--- src/design/pbcg_pkg.sv ---
// package for the peripheral bus clock gate and clock-ready interrupt block
// Operation
// - mask bits 19..16 gate touch, dac, comparator, converter
// - bits 15..8 gate basic and control timers
// - bits 7..0 gate serial units, events, protect-two
// - third mask resets to 0x00010000
// - second mask bit 0 gates protect-one clock
// - zero written to enable-clear is ignored
// - one to enable-clear bit 0 disables request
// - request raised only while enabled and flag set
// - enables reset to zero, both read same
// - one to enable-set bit 0 enables interrupt
// - flag set on clocks ready, write-one clears
package pbcg_pkg;

    localparam int unsigned CLK_HZ = 40_000_000;
    localparam int AXI_AW = 12;
    localparam int AXI_DW = 32;
    localparam int IDX_W = 10;

    // register index; byte address is four times the index
    localparam logic [IDX_W-1:0] IDX_BUS_B_MASK = 10'h01c;
    localparam logic [IDX_W-1:0] IDX_BUS_C_MASK = 10'h020;
    localparam logic [IDX_W-1:0] IDX_IRQ_EN_CLR = 10'h034;
    localparam logic [IDX_W-1:0] IDX_IRQ_EN_SET = 10'h035;
    localparam logic [IDX_W-1:0] IDX_IRQ_FLAG = 10'h036;
    localparam logic [IDX_W-1:0] IDX_WR_PROTECT = 10'h03c;

    localparam int BUS_C_USED_W = 20;
    localparam int CLOCK_READY_BIT = 0;
    localparam int PROTECT_BIT = 0;
    localparam int AP_ONE_BIT = 0;

    localparam logic [31:0] RST_BUS_C_MASK = 32'h0001_0000;
    localparam logic RST_AP_ONE = 1'b1;
    localparam logic RST_IRQ_EN = 1'b0;
    localparam logic RST_IRQ_FLAG = 1'b0;
    localparam logic RST_PROTECT = 1'b0;

    localparam logic [1:0] RESP_OKAY = 2'h0;
    localparam logic [1:0] RESP_SLVERR = 2'h2;

    // bit order matches the third mask, bit 19 first
    typedef struct packed {
        logic touch_controller;
        logic dac;
        logic analog_comparator;
        logic adc;
        logic [4:0] basic_timer;
        logic [2:0] control_timer;
        logic [5:0] serial_unit;
        logic event_system;
        logic access_protect_two;
    } pbcg_bus_c_en_s;

    typedef struct packed {
        logic [IDX_W-1:0] idx;
        logic [AXI_DW-1:0] data;
        logic [3:0] strb;
    } pbcg_wr_cmd_s;

    typedef enum logic {
        WR_COLLECT,
        WR_RESPOND
    } pbcg_wr_state_e;

endpackage : pbcg_pkg

--- src/design/pbcg_clock_gate.sv ---
// register block gating third bus clock group plus clock-ready interrupt
`timescale 1ns/1ps
module pbcg_clock_gate
    import pbcg_pkg::*;
(
    input wire logic clk_sys_in,
    input wire logic resetn_in,
    // axi4-lite slave
    input wire logic s_axi_awvalid_in,
    input wire logic [AXI_AW-1:0] s_axi_awaddr_in,
    output logic s_axi_awready_out,
    input wire logic s_axi_wvalid_in,
    input wire logic [AXI_DW-1:0] s_axi_wdata_in,
    input wire logic [3:0] s_axi_wstrb_in,
    output logic s_axi_wready_out,
    output logic s_axi_bvalid_out,
    output logic [1:0] s_axi_bresp_out,
    input wire logic s_axi_bready_in,
    input wire logic s_axi_arvalid_in,
    input wire logic [AXI_AW-1:0] s_axi_araddr_in,
    output logic s_axi_arready_out,
    output logic s_axi_rvalid_out,
    output logic [AXI_DW-1:0] s_axi_rdata_out,
    output logic [1:0] s_axi_rresp_out,
    input wire logic s_axi_rready_in,
    // clock system reports divided clocks have settled
    input wire logic clocks_settled_in,
    // gated clock enables
    output pbcg_bus_c_en_s bus_c_clk_en_out,
    output logic access_protect_one_clk_en_out,
    output logic irq_out
);

    // ---------------- write channel capture ----------------
    logic awready_r;
    logic wready_r;
    logic aw_held_r;
    logic w_held_r;
    // one flop group per capture process, gathered into one command word
    logic [IDX_W-1:0] wr_idx_r;
    logic [AXI_DW-1:0] wr_data_r;
    logic [3:0] wr_strb_r;
    pbcg_wr_cmd_s cmd_r;
    pbcg_wr_state_e wr_state_r;
    logic bvalid_r;
    logic [1:0] bresp_r;
    logic wr_go;
    logic aw_take;
    logic w_take;

    assign aw_take = s_axi_awvalid_in & awready_r;
    assign w_take = s_axi_wvalid_in & wready_r;
    assign cmd_r = {wr_idx_r, wr_data_r, wr_strb_r};
    // commit once both halves are held and no answer is pending
    assign wr_go = aw_held_r & w_held_r & (wr_state_r == WR_COLLECT);

    always_ff @(posedge clk_sys_in or negedge resetn_in) begin
        if (!resetn_in) begin
            aw_held_r <= 1'b0;
            awready_r <= 1'b1;
            wr_idx_r <= '0;
        end else if (aw_take) begin
            aw_held_r <= 1'b1;
            awready_r <= 1'b0;
            wr_idx_r <= s_axi_awaddr_in[AXI_AW-1:2];
        end else if (wr_go) begin
            aw_held_r <= 1'b0;
            awready_r <= 1'b1;
        end
    end

    always_ff @(posedge clk_sys_in or negedge resetn_in) begin
        if (!resetn_in) begin
            w_held_r <= 1'b0;
            wready_r <= 1'b1;
            wr_data_r <= '0;
            wr_strb_r <= '0;
        end else if (w_take) begin
            w_held_r <= 1'b1;
            wready_r <= 1'b0;
            wr_data_r <= s_axi_wdata_in;
            wr_strb_r <= s_axi_wstrb_in;
        end else if (wr_go) begin
            w_held_r <= 1'b0;
            wready_r <= 1'b1;
        end
    end

    // ---------------- register state ----------------
    pbcg_bus_c_en_s bus_c_mask_r;
    logic ap_one_r;
    logic irq_en_r;
    logic irq_flag_r;
    logic protect_r;
    logic irq_r;

    // ---------------- write decode ----------------
    logic hit_bus_b;
    logic hit_bus_c;
    logic hit_en_clr;
    logic hit_en_set;
    logic hit_flag;
    logic hit_protect;
    logic wr_mapped;
    logic protected_hit;
    logic wr_blocked;
    logic wr_ok;
    logic [AXI_DW-1:0] cur_word;
    logic [AXI_DW-1:0] merged;
    logic lane0_one;

    assign hit_bus_b = (cmd_r.idx == IDX_BUS_B_MASK);
    assign hit_bus_c = (cmd_r.idx == IDX_BUS_C_MASK);
    assign hit_en_clr = (cmd_r.idx == IDX_IRQ_EN_CLR);
    assign hit_en_set = (cmd_r.idx == IDX_IRQ_EN_SET);
    assign hit_flag = (cmd_r.idx == IDX_IRQ_FLAG);
    assign hit_protect = (cmd_r.idx == IDX_WR_PROTECT);
    assign wr_mapped = hit_bus_b | hit_bus_c | hit_en_clr | hit_en_set
                     | hit_flag | hit_protect;
    // protection covers every mask and both enable registers
    assign protected_hit = hit_bus_b | hit_bus_c | hit_en_clr | hit_en_set;
    // the switch itself stays writable, or protection could never be lifted
    assign wr_blocked = protect_r & protected_hit;
    assign wr_ok = wr_go & wr_mapped & ~wr_blocked;

    // the third mask is the only multi-lane register; others use lane 0
    assign cur_word = {{(AXI_DW - BUS_C_USED_W){1'b0}}, bus_c_mask_r};

    genvar lane;
    generate
        for (lane = 0; lane < 4; lane = lane + 1) begin : g_lane
            assign merged[8*lane +: 8] = cmd_r.strb[lane] ? cmd_r.data[8*lane +: 8]
                                                          : cur_word[8*lane +: 8];
        end
    endgenerate

    assign lane0_one = cmd_r.strb[0] & cmd_r.data[CLOCK_READY_BIT];

    // ---------------- per-register write strobes ----------------
    logic we_bus_b;
    logic we_bus_c;
    logic we_protect;
    logic we_en_set;
    logic we_en_clr;
    logic we_flag_clr;

    // single-bit registers need lane 0; the third mask merges lanes instead
    assign we_bus_b = wr_ok & hit_bus_b & cmd_r.strb[0];
    assign we_bus_c = wr_ok & hit_bus_c;
    assign we_protect = wr_ok & hit_protect & cmd_r.strb[0];
    // a written zero never reaches the enable or the flag
    assign we_en_set = wr_ok & hit_en_set & lane0_one;
    assign we_en_clr = wr_ok & hit_en_clr & lane0_one;
    assign we_flag_clr = wr_ok & hit_flag & lane0_one;

    // ---------------- write response ----------------
    always_ff @(posedge clk_sys_in or negedge resetn_in) begin
        if (!resetn_in) begin
            wr_state_r <= WR_COLLECT;
            bvalid_r <= 1'b0;
            bresp_r <= RESP_OKAY;
        end else begin
            case (wr_state_r)
                WR_COLLECT: begin
                    if (wr_go) begin
                        wr_state_r <= WR_RESPOND;
                        bvalid_r <= 1'b1;
                        // unmapped or protected writes answer with an error
                        bresp_r <= (wr_mapped & ~wr_blocked) ? RESP_OKAY : RESP_SLVERR;
                    end
                end
                WR_RESPOND: begin
                    if (s_axi_bready_in) begin
                        wr_state_r <= WR_COLLECT;
                        bvalid_r <= 1'b0;
                        bresp_r <= RESP_OKAY;
                    end
                end
                default: begin
                    wr_state_r <= WR_COLLECT;
                    bvalid_r <= 1'b0;
                    bresp_r <= RESP_OKAY;
                end
            endcase
        end
    end

    // ---------------- third bus clock mask ----------------
    always_ff @(posedge clk_sys_in or negedge resetn_in) begin
        if (!resetn_in) begin
            bus_c_mask_r <= RST_BUS_C_MASK[BUS_C_USED_W-1:0];
        end else if (we_bus_c) begin
            // upper twelve bits are never stored
            bus_c_mask_r <= merged[BUS_C_USED_W-1:0];
        end
    end

    // ---------------- second bus clock mask, bit 0 only ----------------
    always_ff @(posedge clk_sys_in or negedge resetn_in) begin
        if (!resetn_in) begin
            ap_one_r <= RST_AP_ONE;
        end else if (we_bus_b) begin
            ap_one_r <= cmd_r.data[AP_ONE_BIT];
        end
    end

    // ---------------- write protection switch ----------------
    always_ff @(posedge clk_sys_in or negedge resetn_in) begin
        if (!resetn_in) begin
            protect_r <= RST_PROTECT;
        end else if (we_protect) begin
            protect_r <= cmd_r.data[PROTECT_BIT];
        end
    end

    // ---------------- clock-ready interrupt enable ----------------
    always_ff @(posedge clk_sys_in or negedge resetn_in) begin
        if (!resetn_in) begin
            irq_en_r <= RST_IRQ_EN;
        end else if (we_en_set) begin
            irq_en_r <= 1'b1;
        end else if (we_en_clr) begin
            // a written zero leaves the enable alone
            irq_en_r <= 1'b0;
        end
    end

    // ---------------- clock-ready flag ----------------
    logic settled_rise;

    pbcg_sync2 u_settled_sync (
        .clk_in(clk_sys_in),
        .resetn_in(resetn_in),
        .async_in(clocks_settled_in),
        // only the rising edge matters here; the settled level is left open
        .level_out(),
        .rise_out(settled_rise)
    );

    // a fresh settle event beats a same-cycle software clear
    always_ff @(posedge clk_sys_in or negedge resetn_in) begin
        if (!resetn_in) begin
            irq_flag_r <= RST_IRQ_FLAG;
        end else if (settled_rise) begin
            irq_flag_r <= 1'b1;
        end else if (we_flag_clr) begin
            irq_flag_r <= 1'b0;
        end
    end

    // ---------------- interrupt line ----------------
    logic irq_nxt;

    assign irq_nxt = irq_flag_r & irq_en_r;
    // lags the flag or enable by one cycle so the pin comes from a flop
    always_ff @(posedge clk_sys_in or negedge resetn_in) begin
        if (!resetn_in) begin
            irq_r <= 1'b0;
        end else begin
            irq_r <= irq_nxt;
        end
    end

    // ---------------- read channel ----------------
    logic arready_r;
    logic rvalid_r;
    logic [AXI_DW-1:0] rdata_r;
    logic [1:0] rresp_r;
    logic ar_take;
    logic [IDX_W-1:0] rd_idx;
    logic [AXI_DW-1:0] rd_word;
    logic rd_mapped;

    // reads have no side effects, so a repeated read is harmless
    assign ar_take = s_axi_arvalid_in & arready_r;
    assign rd_idx = s_axi_araddr_in[AXI_AW-1:2];

    always_comb begin
        rd_word = '0;
        rd_mapped = 1'b1;
        case (rd_idx)
            IDX_BUS_B_MASK: rd_word[AP_ONE_BIT] = ap_one_r;
            IDX_BUS_C_MASK: rd_word = cur_word;
            IDX_IRQ_EN_CLR: rd_word[CLOCK_READY_BIT] = irq_en_r;
            IDX_IRQ_EN_SET: rd_word[CLOCK_READY_BIT] = irq_en_r;
            IDX_IRQ_FLAG: rd_word[CLOCK_READY_BIT] = irq_flag_r;
            IDX_WR_PROTECT: rd_word[PROTECT_BIT] = protect_r;
            default: rd_mapped = 1'b0;
        endcase
    end

    always_ff @(posedge clk_sys_in or negedge resetn_in) begin
        if (!resetn_in) begin
            arready_r <= 1'b1;
            rvalid_r <= 1'b0;
            rdata_r <= '0;
            rresp_r <= RESP_OKAY;
        end else if (ar_take) begin
            arready_r <= 1'b0;
            rvalid_r <= 1'b1;
            rdata_r <= rd_word;
            rresp_r <= rd_mapped ? RESP_OKAY : RESP_SLVERR;
        end else if (rvalid_r && s_axi_rready_in) begin
            arready_r <= 1'b1;
            rvalid_r <= 1'b0;
            rdata_r <= '0;
            rresp_r <= RESP_OKAY;
        end
    end

    // ---------------- outputs ----------------
    assign s_axi_awready_out = awready_r;
    assign s_axi_wready_out = wready_r;
    assign s_axi_bvalid_out = bvalid_r;
    assign s_axi_bresp_out = bresp_r;
    assign s_axi_arready_out = arready_r;
    assign s_axi_rvalid_out = rvalid_r;
    assign s_axi_rdata_out = rdata_r;
    assign s_axi_rresp_out = rresp_r;
    // enables are used as glitch-free gate controls by the clock tree
    assign bus_c_clk_en_out = bus_c_mask_r;
    assign access_protect_one_clk_en_out = ap_one_r;
    assign irq_out = irq_r;

endmodule : pbcg_clock_gate

--- src/design/pbcg_sync2.sv ---
// two-flop synchroniser with rising-edge pulse for the clocks-settled input
`timescale 1ns/1ps
module pbcg_sync2 (
    input wire logic clk_in,
    input wire logic resetn_in,
    input wire logic async_in,
    output logic level_out,
    output logic rise_out
);
    logic meta_r;
    logic level_r;
    logic prev_r;

    // meta_r feeds only level_r
    always_ff @(posedge clk_in or negedge resetn_in) begin
        if (!resetn_in) begin
            meta_r <= 1'b0;
            level_r <= 1'b0;
            prev_r <= 1'b0;
        end else begin
            meta_r <= async_in;
            level_r <= meta_r;
            prev_r <= level_r;
        end
    end

    assign level_out = level_r;
    assign rise_out = level_r & ~prev_r;

endmodule : pbcg_sync2

--- config.mk ---
export PLATFORM = sky130hd
export DESIGN_NAME = pbcg_clock_gate
export DESIGN_NICKNAME = d
export VERILOG_FILES = /design/src/design/pbcg_pkg.sv /design/src/design/pbcg_clock_gate.sv /design/src/design/pbcg_sync2.sv
export SDC_FILE = /design/constraint.sdc
export NUM_CORES = 1
export LEC_CHECK = 0
export BUFFER_PORTS_ARGS = -buffer_cell sky130_fd_sc_hd__buf_2
export CAP_MARGIN = 20
export CORE_MARGIN = 2
export CORE_UTILIZATION = 30
export DETAILED_ROUTE_END_ITERATION = 12
export PLACE_DENSITY = 0.64
export SLEW_MARGIN = 20
export SYNTH_ARGS = -nofsm -noshare
export SYNTH_HDL_FRONTEND = slang
export SYNTH_SLANG_ARGS = --single-unit
--- constraint.sdc ---
create_clock -name clk_sys_in -period 2.3 [get_ports clk_sys_in]
set_clock_uncertainty 0.1 [all_clocks]
set_input_delay 0.345 -clock clk_sys_in [delete_from_list [all_inputs] [get_ports clk_sys_in]]
set_output_delay 0.345 -clock clk_sys_in [all_outputs]
set_load 0.1 [all_outputs]
### Word level (Yosys, flattened, before mapping)

Index checks and enable logic that the tools add are counted.

| cells by class | value |
|---|---|
| equal/unequal tests | 14 |
| mux-type cells | 31 |
| reduce and logical (&&, ||, !) cells | 12 |
| bitwise gates (word level) | 31 |

Operators with widths:

| operator | number |
|---|---|
| 10-bit by 6-bit == test with 1-bit output (second input constant) | 10 |
| 32-bit 2-to-1 mux | 2 |
| 1-bit AND | 23 |
| 10-bit by 5-bit == test with 1-bit output (second input constant) | 2 |
| 19-bit 2-to-1 mux | 1 |
| 1-bit 2-to-1 mux | 18 |
| 2-bit 2-to-1 mux | 6 |
| 2-bit nonzero test | 5 |
| 2-bit AND reduction | 4 |
| 6-bit OR reduction | 1 |
| 1-bit bitwise OR | 5 |
| 1-bit one-hot mux with 5 select lines | 1 |
| 2-bit inequality test (second input constant) | 2 |
| 1-bit one-hot mux with 2 select lines | 2 |
| 2-bit one-hot mux with 2 select lines | 1 |
| 1-bit NOT | 3 |
| 2-bit OR reduction | 1 |
| 1-bit logical AND | 1 |

| word-level totals | value |
|---|---|
| input port bits | 68 |
| register bits after elaboration | 105 |

### Depth between registers and ports, before layout

Gate-level depths: netlist of run 1.

| logic depth | value |
|---|---|
| depth after elaboration | 12 |
| depth in mapped cells | 5 |

### Modules after synthesis

A second synthesis of run 1 with hierarchy kept.

| second synthesis, totals | value |
|---|---|
| cells, all modules | 262 |
| area, all modules | 3657.3 sq um |

By module, submodules not included:

| module | instances | area each (sq um) | cells an instance | sequential area each (sq um) |
|---|---|---|---|---|
| pbcg_clock_gate | 1 | 3568.4 | 258 | 2208.4 |
| pbcg_sync2 | 1 | 88.8 | 4 | 75.1 |

### Worst setup path after synthesis of run 1

No wires, ideal clock.

| timing | value |
|---|---|
| kind | reg-to-reg |
| start | register wr_idx_r[7] |
| end | register irq_en_r |
| stages on the path, launching flop included | 6 |
| buffers on the path | 0 |
| arrival | 1.845 ns |
| path slack | 0.230 ns |
| library setup time | 0.125 ns |
| required time | 2.075 ns |
| cells stage by stage | dfrtp_1 -> or4_4 -> or3_4 -> nor4_2 -> nand3b_1 -> mux2_4 |

| on the way | value |
|---|---|
| longest elaborated chain between the ends | 11 |

Ends and longest elaborated chain:

| element | RTL line | text |
|---|---|---|
| from (decl) | pbcg_clock_gate.sv:40 | `logic [IDX_W-1:0] wr_idx_r;` |
| from (signal assigned) | pbcg_clock_gate.sv:65 | `wr_idx_r <= s_axi_awaddr_in[AXI_AW-1:2];` |
| 10-bit by 5-bit == test with 1-bit output or 10-bit by 6-bit == test with 1-bit output (tied branches) | pbcg_clock_gate.sv:112, pbcg_clock_gate.sv:113 |  |
| 1-bit bitwise OR (3 in series) | pbcg_clock_gate.sv:118, pbcg_clock_gate.sv:121 |  |
| 1-bit bitwise OR (2 in series) | pbcg_clock_gate.sv:119 | `\| hit_flag \| hit_protect;` |
| 1-bit AND (2 in series) | pbcg_clock_gate.sv:124 | `assign wr_ok = wr_go & wr_mapped & ~wr_blocked;` |
| 1-bit AND, on equally long branches (2 in series) | pbcg_clock_gate.sv:152, pbcg_clock_gate.sv:153 |  |
| 1-bit 2-to-1 mux or 2-bit nonzero test (tied branches) | n/a |  |
| to (signal assigned) | pbcg_clock_gate.sv:219 | `irq_en_r <= RST_IRQ_EN;` |
| to (signal assigned) | pbcg_clock_gate.sv:221 | `irq_en_r <= 1'b1;` |
| to (signal assigned) | pbcg_clock_gate.sv:224 | `irq_en_r <= 1'b0;` |
| to (decl) | pbcg_clock_gate.sv:92 | `logic irq_en_r;` |

Parallel ways exist; a longest one is shown, timed or not.
A chain may end at the register's enable or synchronous reset.

### Final worst setup path of run 1

Same ends and word-level chain as after synthesis.

==> metrics.md, run 1 <==
| Metric | Value |
|---|---|
| Status | completed |
| GRT Total Usage | 12.92% |
| Resize count post-CTS | 0 |
| CP endpoint kind | flop |
| Core Footprint | 0.01196 mm2 |
| Synth Flop Type | dfrtp_1 |
| Pleak | 2.361 nW |
| Final Critical Period | 2.171 ns |
| Synthesis warning total | 0 |
| Drt via density | 4.720 |
| Unrepaired setup endpoints after global routing | false |
| Worst Path Max Fanout | 3 |
| Initial core utilization | 30.65% |
| Power per cell area | 1123 mW/mm2 |
| Total CTS buffers | 9 |
| Die Y | 114.5 um |
| Synthesis-to-layout area growth | 26.93% |
| TritonRoute pass-1 iters | 4 |
| Final HPWL DP | 5787 um |
| Total die area | 0.01312 mm2 |
| Final nets | 441 |
| Worst Max-Slew Pin Slew | 1.005 ns |
| First-pass GRT wire length | 12,720 um |
| Clk root buf | clkbuf_16 |
| Synth unique cells | 40 |
| Number of global-route vias before repair | 2,512 |
| Post-synthesis sequential area ratio | 62.29% |
| Largest net degree at the start of global routing | 43 |
| Asr flop ratio synth | 100.0% |
| H-tree depth | 3 |
| CTS max path bufs | 2 |
| Critical path arrival | 2.30 ns |
| Critical path class | flop to flop |
| Relative slew slack | 32.97% |
| Cells after Synth | 263 |
| Max Slew Vio Count | 0 |
| Worst min path class | input port to flop |
| Peak VDD IR | 0.8558 mV |
| Post-Synthesis Cell Area | 0.003666 mm2 |
| Period utilization | 94.37% |
| Yosys reg bits | 91 |
| Pre-CTS setup slack | 0.1402 ns |
| Total Neg Setup Slack | 0 ns |
| Critical path startpoint category | flop |
| Worst-Skew Late Latency | 0.34 ns |
| Gr ovfl total | 0 |
| Fillers | 1,161 |
| Final ANT Viol Nets | 0 |
| Post-CTS Setup Inserts | 0 |
| Final WL | 8010 um |
| Initial antenna violation count | 0 |
| Setup WS post-layout | 0.1295 ns |
| Critical path required time | 2.43 ns |
| Cts-stage hold buffer count | 2 |
| Number of cell rows | 40 |
| Iter 0 DRT Violations | 145 |
| CTS clk-pin slew, worst paths | 0.06 ns |
| IO buf count | 99 |
| Clk sinks | 91 |
| Hold Vio Cnt, Final | 0 |
| Routability congestion estimate | 0.8335 |
| Num ports | 131 |
| WL per Instance | 15.26 um |
| DRC violations left | 0 |
| # Max-Cap Violations | 0 |
| Number of synthesized flops with an enable pin | 0 |
| Via count | 2,478 |
| Fmax | 460.7 MHz |
| Share of cells above drive strength 1 | 48.68% |
| CTS tree | yes |
| Diode count | 0 |
| Die width | 114.5 um |
| Final setup viols | 0 |
| Syn avg cell area | 13.94 um2 |
## Yosys cell counts, types with 3 or more instances
cell / n / area [um2]
dfstp_2: 5 / 131.4
nand2_1: 11 / 41.29
mux2_2: 53 / 596.8
buf_4: 14 / 105.1
inv_1: 9 / 33.78
o21ai_0: 7 / 35.03
a31oi_1: 3 / 18.77
a22o_1: 19 / 166.4
dfrtp_1: 86 / 2152
nand3b_1: 3 / 22.52
nor2_1: 5 / 18.77
a21oi_1: 3 / 15.01
clkbuf_1: 5 / 18.77
nand3_1: 5 / 25.02
## final timing paths
kind	start	endpoint	slack, ns	cells past startpoint
min reg2reg	u_settled_sync.meta_r$_DFF_PN0_	u_settled_sync.level_out$_DFF_PN0_	0.25	0
max reg2reg	wr_idx_r[7]$_DFFE_PN0P_	irq_en_r$_DFFE_PN0P_	0.13	5
max	wr_idx_r[7]$_DFFE_PN0P_	irq_en_r$_DFFE_PN0P_	0.13	5
max in group asynchronous	resetn_in	s_axi_wready_out$_DFFE_PN1P_	0.95	3
min	s_axi_arvalid_in	s_axi_arready_out$_DFFE_PN1P_	0.09	2
min in group asynchronous	resetn_in	wr_idx_r[7]$_DFFE_PN0P_	0.43	2
## routing by layer
metal  vias up  GRT usage, %  wire [um]
met5         -             0          0
met4         0         6.911        150
met1      1245         15.88       3558
met2        75         20.39       3850
li1       1145             -          -
met3        13         3.917        450
## layout by cell type (no fill, tap or decap), types with 2 or more instances in the layout
| cell | synthesis | layout |
|---|---|---|
| mux2_1 | 2 | 2 |
| clkinv_2 | 0 | 4 |
| inv_1 | 9 | 9 |
| clkbuf_16 | 0 | 9 |
| conb_1 | 1 | 14 |
| o21a_1 | 2 | 2 |
| a21oi_1 | 3 | 3 |
| and2_1 | 2 | 2 |
| mux2i_1 | 2 | 2 |
| buf_2 | 1 | 98 |
| bufinv_16 | 0 | 2 |
| nand3_2 | 2 | 2 |
| dfstp_2 | 5 | 5 |
| dfrtp_1 | 86 | 86 |
| nand2_1 | 11 | 11 |
| nor4b_1 | 2 | 2 |
| nor4_1 | 2 | 2 |
| and3_1 | 2 | 2 |
| dlygate4sd3_1 | 0 | 2 |
| nand4_1 | 2 | 2 |
| a22o_1 | 19 | 19 |
| nand3b_1 | 3 | 3 |
| mux2_2 | 53 | 53 |
| buf_4 | 14 | 5 |
| a31oi_1 | 3 | 3 |
| nand3_1 | 5 | 5 |
| nor2_1 | 5 | 5 |
| o21ai_0 | 7 | 7 |
## through the flow
stage / area [um2] / hold slack [ns] / power, mW / instances / util [%]
after floorplan: 3715 / -0.05059 / 3.404 / 276 / -
after global placement: 4324 / 0.2342 / 3.661 / 507 / 36.15
after detailed placement: 4324 / 0.2416 / 3.731 / 507 / 36.15
after CTS: 4653 / 0.06678 / 5.294 / 525 / 38.90
after global routing: 4653 / 0.1019 / 5.511 / 525 / 38.90
final: 4653 / 0.08558 / 5.226 / 525 / 38.90
## area by class of cell
class	instances	area [um2]	share of cell area, %
Sequential cell	91	2283	49.07
Multi-Input combinational cell	156	1275	27.40
Timing Repair Buffer	106	568.0	12.21
Clock buffer	10	229.0	4.921
Tap cell	147	183.9	3.953
Clock inverter	6	80.08	1.721
Inverter	9	33.78	0.7260
## kinds of logic (layout without fill, tap and decap cells)
group           after synthesis  after routing  synth area share (%)
compound gates               41             41                 8.259
buf+inv                      29            131                 4.437
flops                        91             91                 62.29
mux                          58             58                 17.85
other cells                   1             14                0.1023
simple gates                 43             43                 7.065
## power breakdown
part	internal [mW]	switching, mW	leakage [nW]
Clock	0.944	0.595	0.156
Sequential	2.01	0.272	1.16
Combinational	0.475	0.931	1.05
Total	3.43	1.80	2.36
## critical path: stages, from the launching register on
cell and delay (ns):
dfrtp_1 0.38, or4_4 0.57, or3_4 0.36, nor4_2 0.22, nand3b_1 0.12, mux2_4 0.31
## registers in the layout, summed over array words and instances, names as in the netlist, 3 cells and up
name	flops
bus_c_clk_en_out	20
wr_strb_r	3
wr_idx_r	10
s_axi_rdata_out	20
wr_data_r	20
Power figures use the tool's default switching activity.
==> run 2: changes to the inputs <==
BUFFER_PORTS_ARGS = -buffer_cell sky130_fd_sc_hd__buf_4   (was -buffer_cell sky130_fd_sc_hd__buf_2)
SLEW_MARGIN = not set   (was 20)
==> run 2 against run 1 <==
Compared with the run above: clock-buffer cell count grew 1; largest power group unchanged; global-route usage shrank 0.27 points; sequential power hardly changed; worst setup slack worse by 0.0096 ns; critical path type unchanged; fmax is 0.44% lower; highest routed layer unchanged.
==> metrics.md, run 2 (synthesized netlist as in run 1, its figures left out) <==
| Metric | Value |
|---|---|
| Pwr Total | 5.318 mW |
| Number of global-route vias before repair | 2,585 |
| CP Cell Sequence | or4_4 > or3_4 > nor4_2 > nand3b_1 > mux2_4 |
| Comb pwr share | 27.4% |
| Switching power | 1.788 mW |
| Total die area | 0.01312 mm2 |
| Num ports | 131 |
| Fmax | 458.7 MHz |
| Area of the multi-input gates | 0.001275 mm2 |
| Gr ovfl total | 0 |
| GRT Total Usage | 12.66% |
| Via count | 2,435 |
| DRC violations left | 0 |
| TritonRoute pass-1 iters | 4 |
| Max Slew Vio Count | 0 |
| R2R cell count | 5 |
| Status | completed |
| Clock Power Share | 29.7% |
| Clk sinks | 91 |
| Critical path class | flop to flop |
| R2R Path End | irq_en_r$_DFFE_PN0P_ |
| CTS tree | yes |
| Synthesis-to-layout area growth | 34.13% |
| Largest net degree at the start of global routing | 44 |
| Number of cell rows | 40 |
| Hold WS | 0.07311 ns |
| Routability congestion estimate | 0.8265 |
| Iter 0 DRT Violations | 129 |
| Period utilization | 94.79% |
| Worst-Skew Late Latency | 0.34 ns |
| Internal power | 3.530 mW |
| Die Y | 114.5 um |
| WP buf/inv | 0 |
| Drt via density | 4.638 |
| Post-CTS Setup Inserts | 0 |
| Worst Hold Depth | 2 |
| Setup WS post-layout | 0.1199 ns |
| CP startpoint | wr_idx_r[7]$_DFFE_PN0P_ |
| Worst R2R Setup Slack | 0.12 ns |
| Total CTS buffers | 9 |
| CP endpoint kind | flop |
| Worst Path Max Fanout | 3 |
| WL per Instance | 14.74 um |
| Critical path arrival | 2.31 ns |
| Pleak | 2.402 nW |
| Most frequent cells in the layout | buf_4, dfrtp_1, mux2_2, a22o_1, conb_1 |
| Sw Ratio | 33.62% |
| Reg area | 0.002283 mm2 |
| Die width | 114.5 um |
| Diode count | 0 |
| Relative slew slack | 43.68% |
| Hold Vio Cnt, Final | 0 |
| Top delay family on crit path | simple AND/OR/NAND/NOR gates |
| Clk root buf | clkbuf_16 |
| Fillers | 1,134 |
| Initial antenna violation count | 0 |
| Final ANT Viol Nets | 0 |
| CTS clk-pin slew, worst paths | 0.06 ns |
| Power per cell area | 1081 mW/mm2 |
| Final Critical Period | 2.180 ns |
| # Max-Cap Violations | 0 |
| Core Footprint | 0.01196 mm2 |
| Worst Hold Launch | s_axi_arvalid_in |
| Final nets | 441 |
| H-tree depth | 3 |
| Pre-CTS setup slack | 0.1358 ns |
| Most common cell after layout, fill and taps aside | buf_4 |
| Critical path required time | 2.42 ns |
| Hold Crit Endpoint | s_axi_arready_out$_DFFE_PN1P_ |
| CTS max path bufs | 2 |
| Final WL | 7739 um |
| Worst-path cell with the longest stage delay | or4_4 |
| Worst min path class | input port to flop |
| Sequential power share | 43.0% |
| Final setup viols | 0 |
| Worst Max-Slew Pin Slew | 0.8449 ns |
| Critical path startpoint category | flop |
| Origin of the critical flop-to-flop path | wr_idx_r[7]$_DFFE_PN0P_ |
| First-pass GRT wire length | 12,560 um |
| CP peak stage delay | 0.57 ns |
| IO buf count | 99 |
| Final HPWL DP | 5656 um |
| Unrepaired setup endpoints after global routing | true |
| Share of cells above drive strength 1 | 48.68% |
| Initial core utilization | 30.65% |
| Peak VDD IR | 0.6578 mV |
## run 2: cell count changes in the layout (fill, tap and decap cells not counted), sizes merged
cell,previous run,this run
clkinvlp,0,1
inv,9,10
clkbuf,10,11
clkinv,4,1
## run 2: worst max path at each step
stage / cells after the start / end / slack (ns)
floorplan: 5 / irq_en_r$_DFFE_PN0P_ / 0.23
global placement: 5 / irq_en_r$_DFFE_PN0P_ / 0.17
detailed placement: 5 / irq_en_r$_DFFE_PN0P_ / 0.14
CTS: 5 / irq_en_r$_DFFE_PN0P_ / 0.13
global route: 5 / bus_c_clk_en_out[7]$_DFFE_PN0P_ / -0.01
finish: 5 / irq_en_r$_DFFE_PN0P_ / 0.12
## run 2: routing by layer
| layer | wire length [um] | vias up | track usage [%] |
|---|---|---|---|
| li1 | - | 1157 | - |
| met1 | 3451 | 1189 | 15.44 |
| met2 | 3663 | 78 | 20.36 |
| met3 | 487 | 11 | 4.288 |
| met4 | 137 | 0 | 5.610 |
| met5 | 0 | - | 0 |
## run 2: power by group through the flow
| stage | combinational (mW) | sequential, mW | clock, mW |
|---|---|---|---|
| 2_1_floorplan | 0.711 | 2.69 | 0 |
| 3_3_place_gp | 1.44 | 2.29 | 0 |
| 3_5_place_dp | 1.47 | 2.32 | 0 |
| 4_1_cts | 1.48 | 2.29 | 1.65 |
| 5_1_grt | 1.57 | 2.35 | 1.71 |
| 6_report | 1.46 | 2.28 | 1.58 |
## run 2: timing repair
item	CTS	global route
gates resized for setup	0	0
hold buffers	2	0
endpoints found under the hold margin	42	0
endpoints found under the setup margin	0	5
## run 2: final cells by class
class | instances | share of cell area [%]
inverter | 9 | 0.6870
clock buffer | 11 | 4.936
tap | 147 | 3.740
clock inverter | 5 | 1.730
sequential | 91 | 46.44
multi-input combinational | 156 | 25.93
timing repair buffer | 106 | 16.54
## run 2: metrics by stage
stage	TNS, ns	util (%)	area (um2)	cells
final	0	41.11	4917	525
after global routing	-0.01642	41.11	4917	525
after CTS	0	41.11	4917	525
after detailed placement	0	38.20	4569	507
after global placement	0	38.20	4569	507
after floorplan	0	-	3715	276
==> run 3: changes to the inputs <==
CORE_UTILIZATION = 49   (was 30)
PLACE_DENSITY = 0.9   (was 0.64)
==> run 3 against run 2 <==
Compared with the run above: combinational power barely moved; worst hold slack got worse by 0.0053 ns; die area fell by 38%; non-clock buffer count fell by 2; flip-flop and latch count did not move; utilization rose by 24 points; critical endpoint unchanged.
==> metrics.md, run 3 (synthesized netlist as in run 1, its figures left out) <==
| Metric | Value |
|---|---|
| Pre-CTS setup slack | 0.1265 ns |
| Max Slew Vio Count | 0 |
| Largest net degree at the start of global routing | 50 |
| Routability congestion estimate | 0.8299 |
| Fmax | 444.4 MHz |
| Critical path startpoint category | flop |
| CP Cell Sequence | or4_4 > or3_4 > nor4_4 > nand3b_1 > mux2_4 |
| TritonRoute pass-1 iters | 4 |
| Peak VDD IR | 0.8041 mV |
| Post-layout util | 65.48% |
| Initial antenna violation count | 0 |
| Power per cell area | 1044 mW/mm2 |
| WL per Instance | 15.94 um |
| Synthesis-to-layout area growth | 29.56% |
| Critical path arrival | 2.37 ns |
| Pwr Total | 4.957 mW |
| Worst-path cell with the longest stage delay | or4_4 |
| Final WL | 7572 um |
| Gr ovfl total | 0 |
| Relative slew slack | 45.73% |
| Worst min path class | input port to flop |
| Clk sinks | 91 |
| Status | completed |
| Worst R2R Setup Slack | 0.05 ns |
| Setup WS post-layout | 0.04953 ns |
| Share of cells above drive strength 1 | 48.94% |
| Num ports | 131 |
| Core Footprint | 0.007253 mm2 |
| Die width | 90.50 um |
| Fillers | 546 |
| DRC violations left | 0 |
| GRT Total Usage | 19.05% |
| Critical Path Sink | irq_en_r$_DFFE_PN0P_ |
| Initial core utilization | 50.54% |
| Period utilization | 97.85% |
| Final nets | 439 |
| # Max-Cap Violations | 0 |
| Most common cell after layout, fill and taps aside | buf_4 |
| Final setup viols | 0 |
| Area of the multi-input gates | 0.001284 mm2 |
| Worst Max-Slew Pin Slew | 0.8140 ns |
| CTS max path bufs | 2 |
| Diode count | 0 |
| Hold Vio Cnt, Final | 0 |
| R2R cell count | 5 |
| Total CTS buffers | 9 |
| Worst Path Max Fanout | 3 |
| CP peak stage delay | 0.57 ns |
| CTS clk-pin slew, worst paths | 0.09 ns |
| Final HPWL DP | 5445 um |
| R2R Path End | irq_en_r$_DFFE_PN0P_ |
| Placed cell area | 0.004488 mm2 |
| Critical path class | flop to flop |
| Final Critical Period | 2.250 ns |
| Reg area | 0.002283 mm2 |
| Most frequent cells in the layout | buf_4, dfrtp_1, mux2_2, a22o_1, conb_1 |
| Drt via density | 5.288 |
| Number of cell rows | 31 |
| Post-route cell area | 0.004750 mm2 |
| IO buf count | 99 |
| Final std cells w/o fill | 475 |
| Worst-Skew Late Latency | 0.34 ns |
| H-tree depth | 3 |
| Placed cells | 457 |
| Origin of the critical flop-to-flop path | wr_idx_r[7]$_DFFE_PN0P_ |
| CP startpoint | wr_idx_r[7]$_DFFE_PN0P_ |
| Clk root buf | clkbuf_8 |
| Pleak | 2.340 nW |
| CTS tree | yes |
| First-pass GRT wire length | 12,320 um |
| Critical path required time | 2.42 ns |
| Number of global-route vias before repair | 2,549 |
| Post-CTS Setup Inserts | 0 |
| Die Y | 90.50 um |
| Unrepaired setup endpoints after global routing | true |
| Iter 0 DRT Violations | 102 |
| Total die area | 0.008189 mm2 |
| Final ANT Viol Nets | 0 |
| Via count | 2,512 |
| CP endpoint kind | flop |
run 3: area by class of cell:
| class | count | area share, % |
|---|---|---|
| multi-input combinational | 156 | 27.03 |
| clock inverter | 6 | 1.870 |
| sequential | 91 | 48.08 |
| inverter | 9 | 0.7113 |
| timing repair buffer | 104 | 16.81 |
| clock buffer | 10 | 2.898 |
| tap | 99 | 2.608 |
run 3: through the flow:
stage                      TNS [ns]  hold WS, ns
after floorplan                   0     -0.05059
after global placement            0       0.2354
after detailed placement          0       0.2396
after CTS                         0      0.04707
after global routing      -0.003547      0.05513
final                             0      0.06776
run 3: what timing repair did:
item / in CTS / in global routing
hold buffers: 2 / 0
gates resized for setup: 0 / 2
endpoints found under the setup margin: 0 / 2
hold endpoints to repair: 44 / 0
run 3: how the worst min path moves through the flow:
stage,start,cells past startpoint,to,slack [ns]
global placement,u_settled_sync.meta_r$_DFF_PN0_,0,u_settled_sync.level_out$_DFF_PN0_,0.24
CTS,s_axi_arvalid_in,2,s_axi_arready_out$_DFFE_PN1P_,0.05
floorplan,resetn_in,0,aw_held_r$_DFFE_PN0P_,-0.05
global route,s_axi_arvalid_in,2,s_axi_arready_out$_DFFE_PN1P_,0.06
detailed placement,u_settled_sync.meta_r$_DFF_PN0_,0,u_settled_sync.level_out$_DFF_PN0_,0.24
finish,s_axi_arvalid_in,2,s_axi_arready_out$_DFFE_PN1P_,0.07
run 3: per-layer routing:
layer,vias to the layer above,global-route usage [%],share of wire (%),wire length (um)
met5,-,0,0,0
met1,1265,24.12,42,3163
met2,99,32.34,52,3949
li1,1141,-,-,-
met4,0,7.179,1.1,85
met3,7,3.923,4.9,374
run 3: critical path, delay by kind of cell (launching register included):
kind             cells  cell delay [ns]
DFF                  1             0.39
muxes                1             0.31
and+or+nand+nor      4             1.33
run 3: power by group:
part / switching, mW / total (mW) / internal (mW) / leakage, nW
logic: 0.938 / 1.47 / 0.536 / 1.08
registers: 0.296 / 2.30 / 2.00 / 1.16
clock network: 0.541 / 1.18 / 0.642 / 0.108
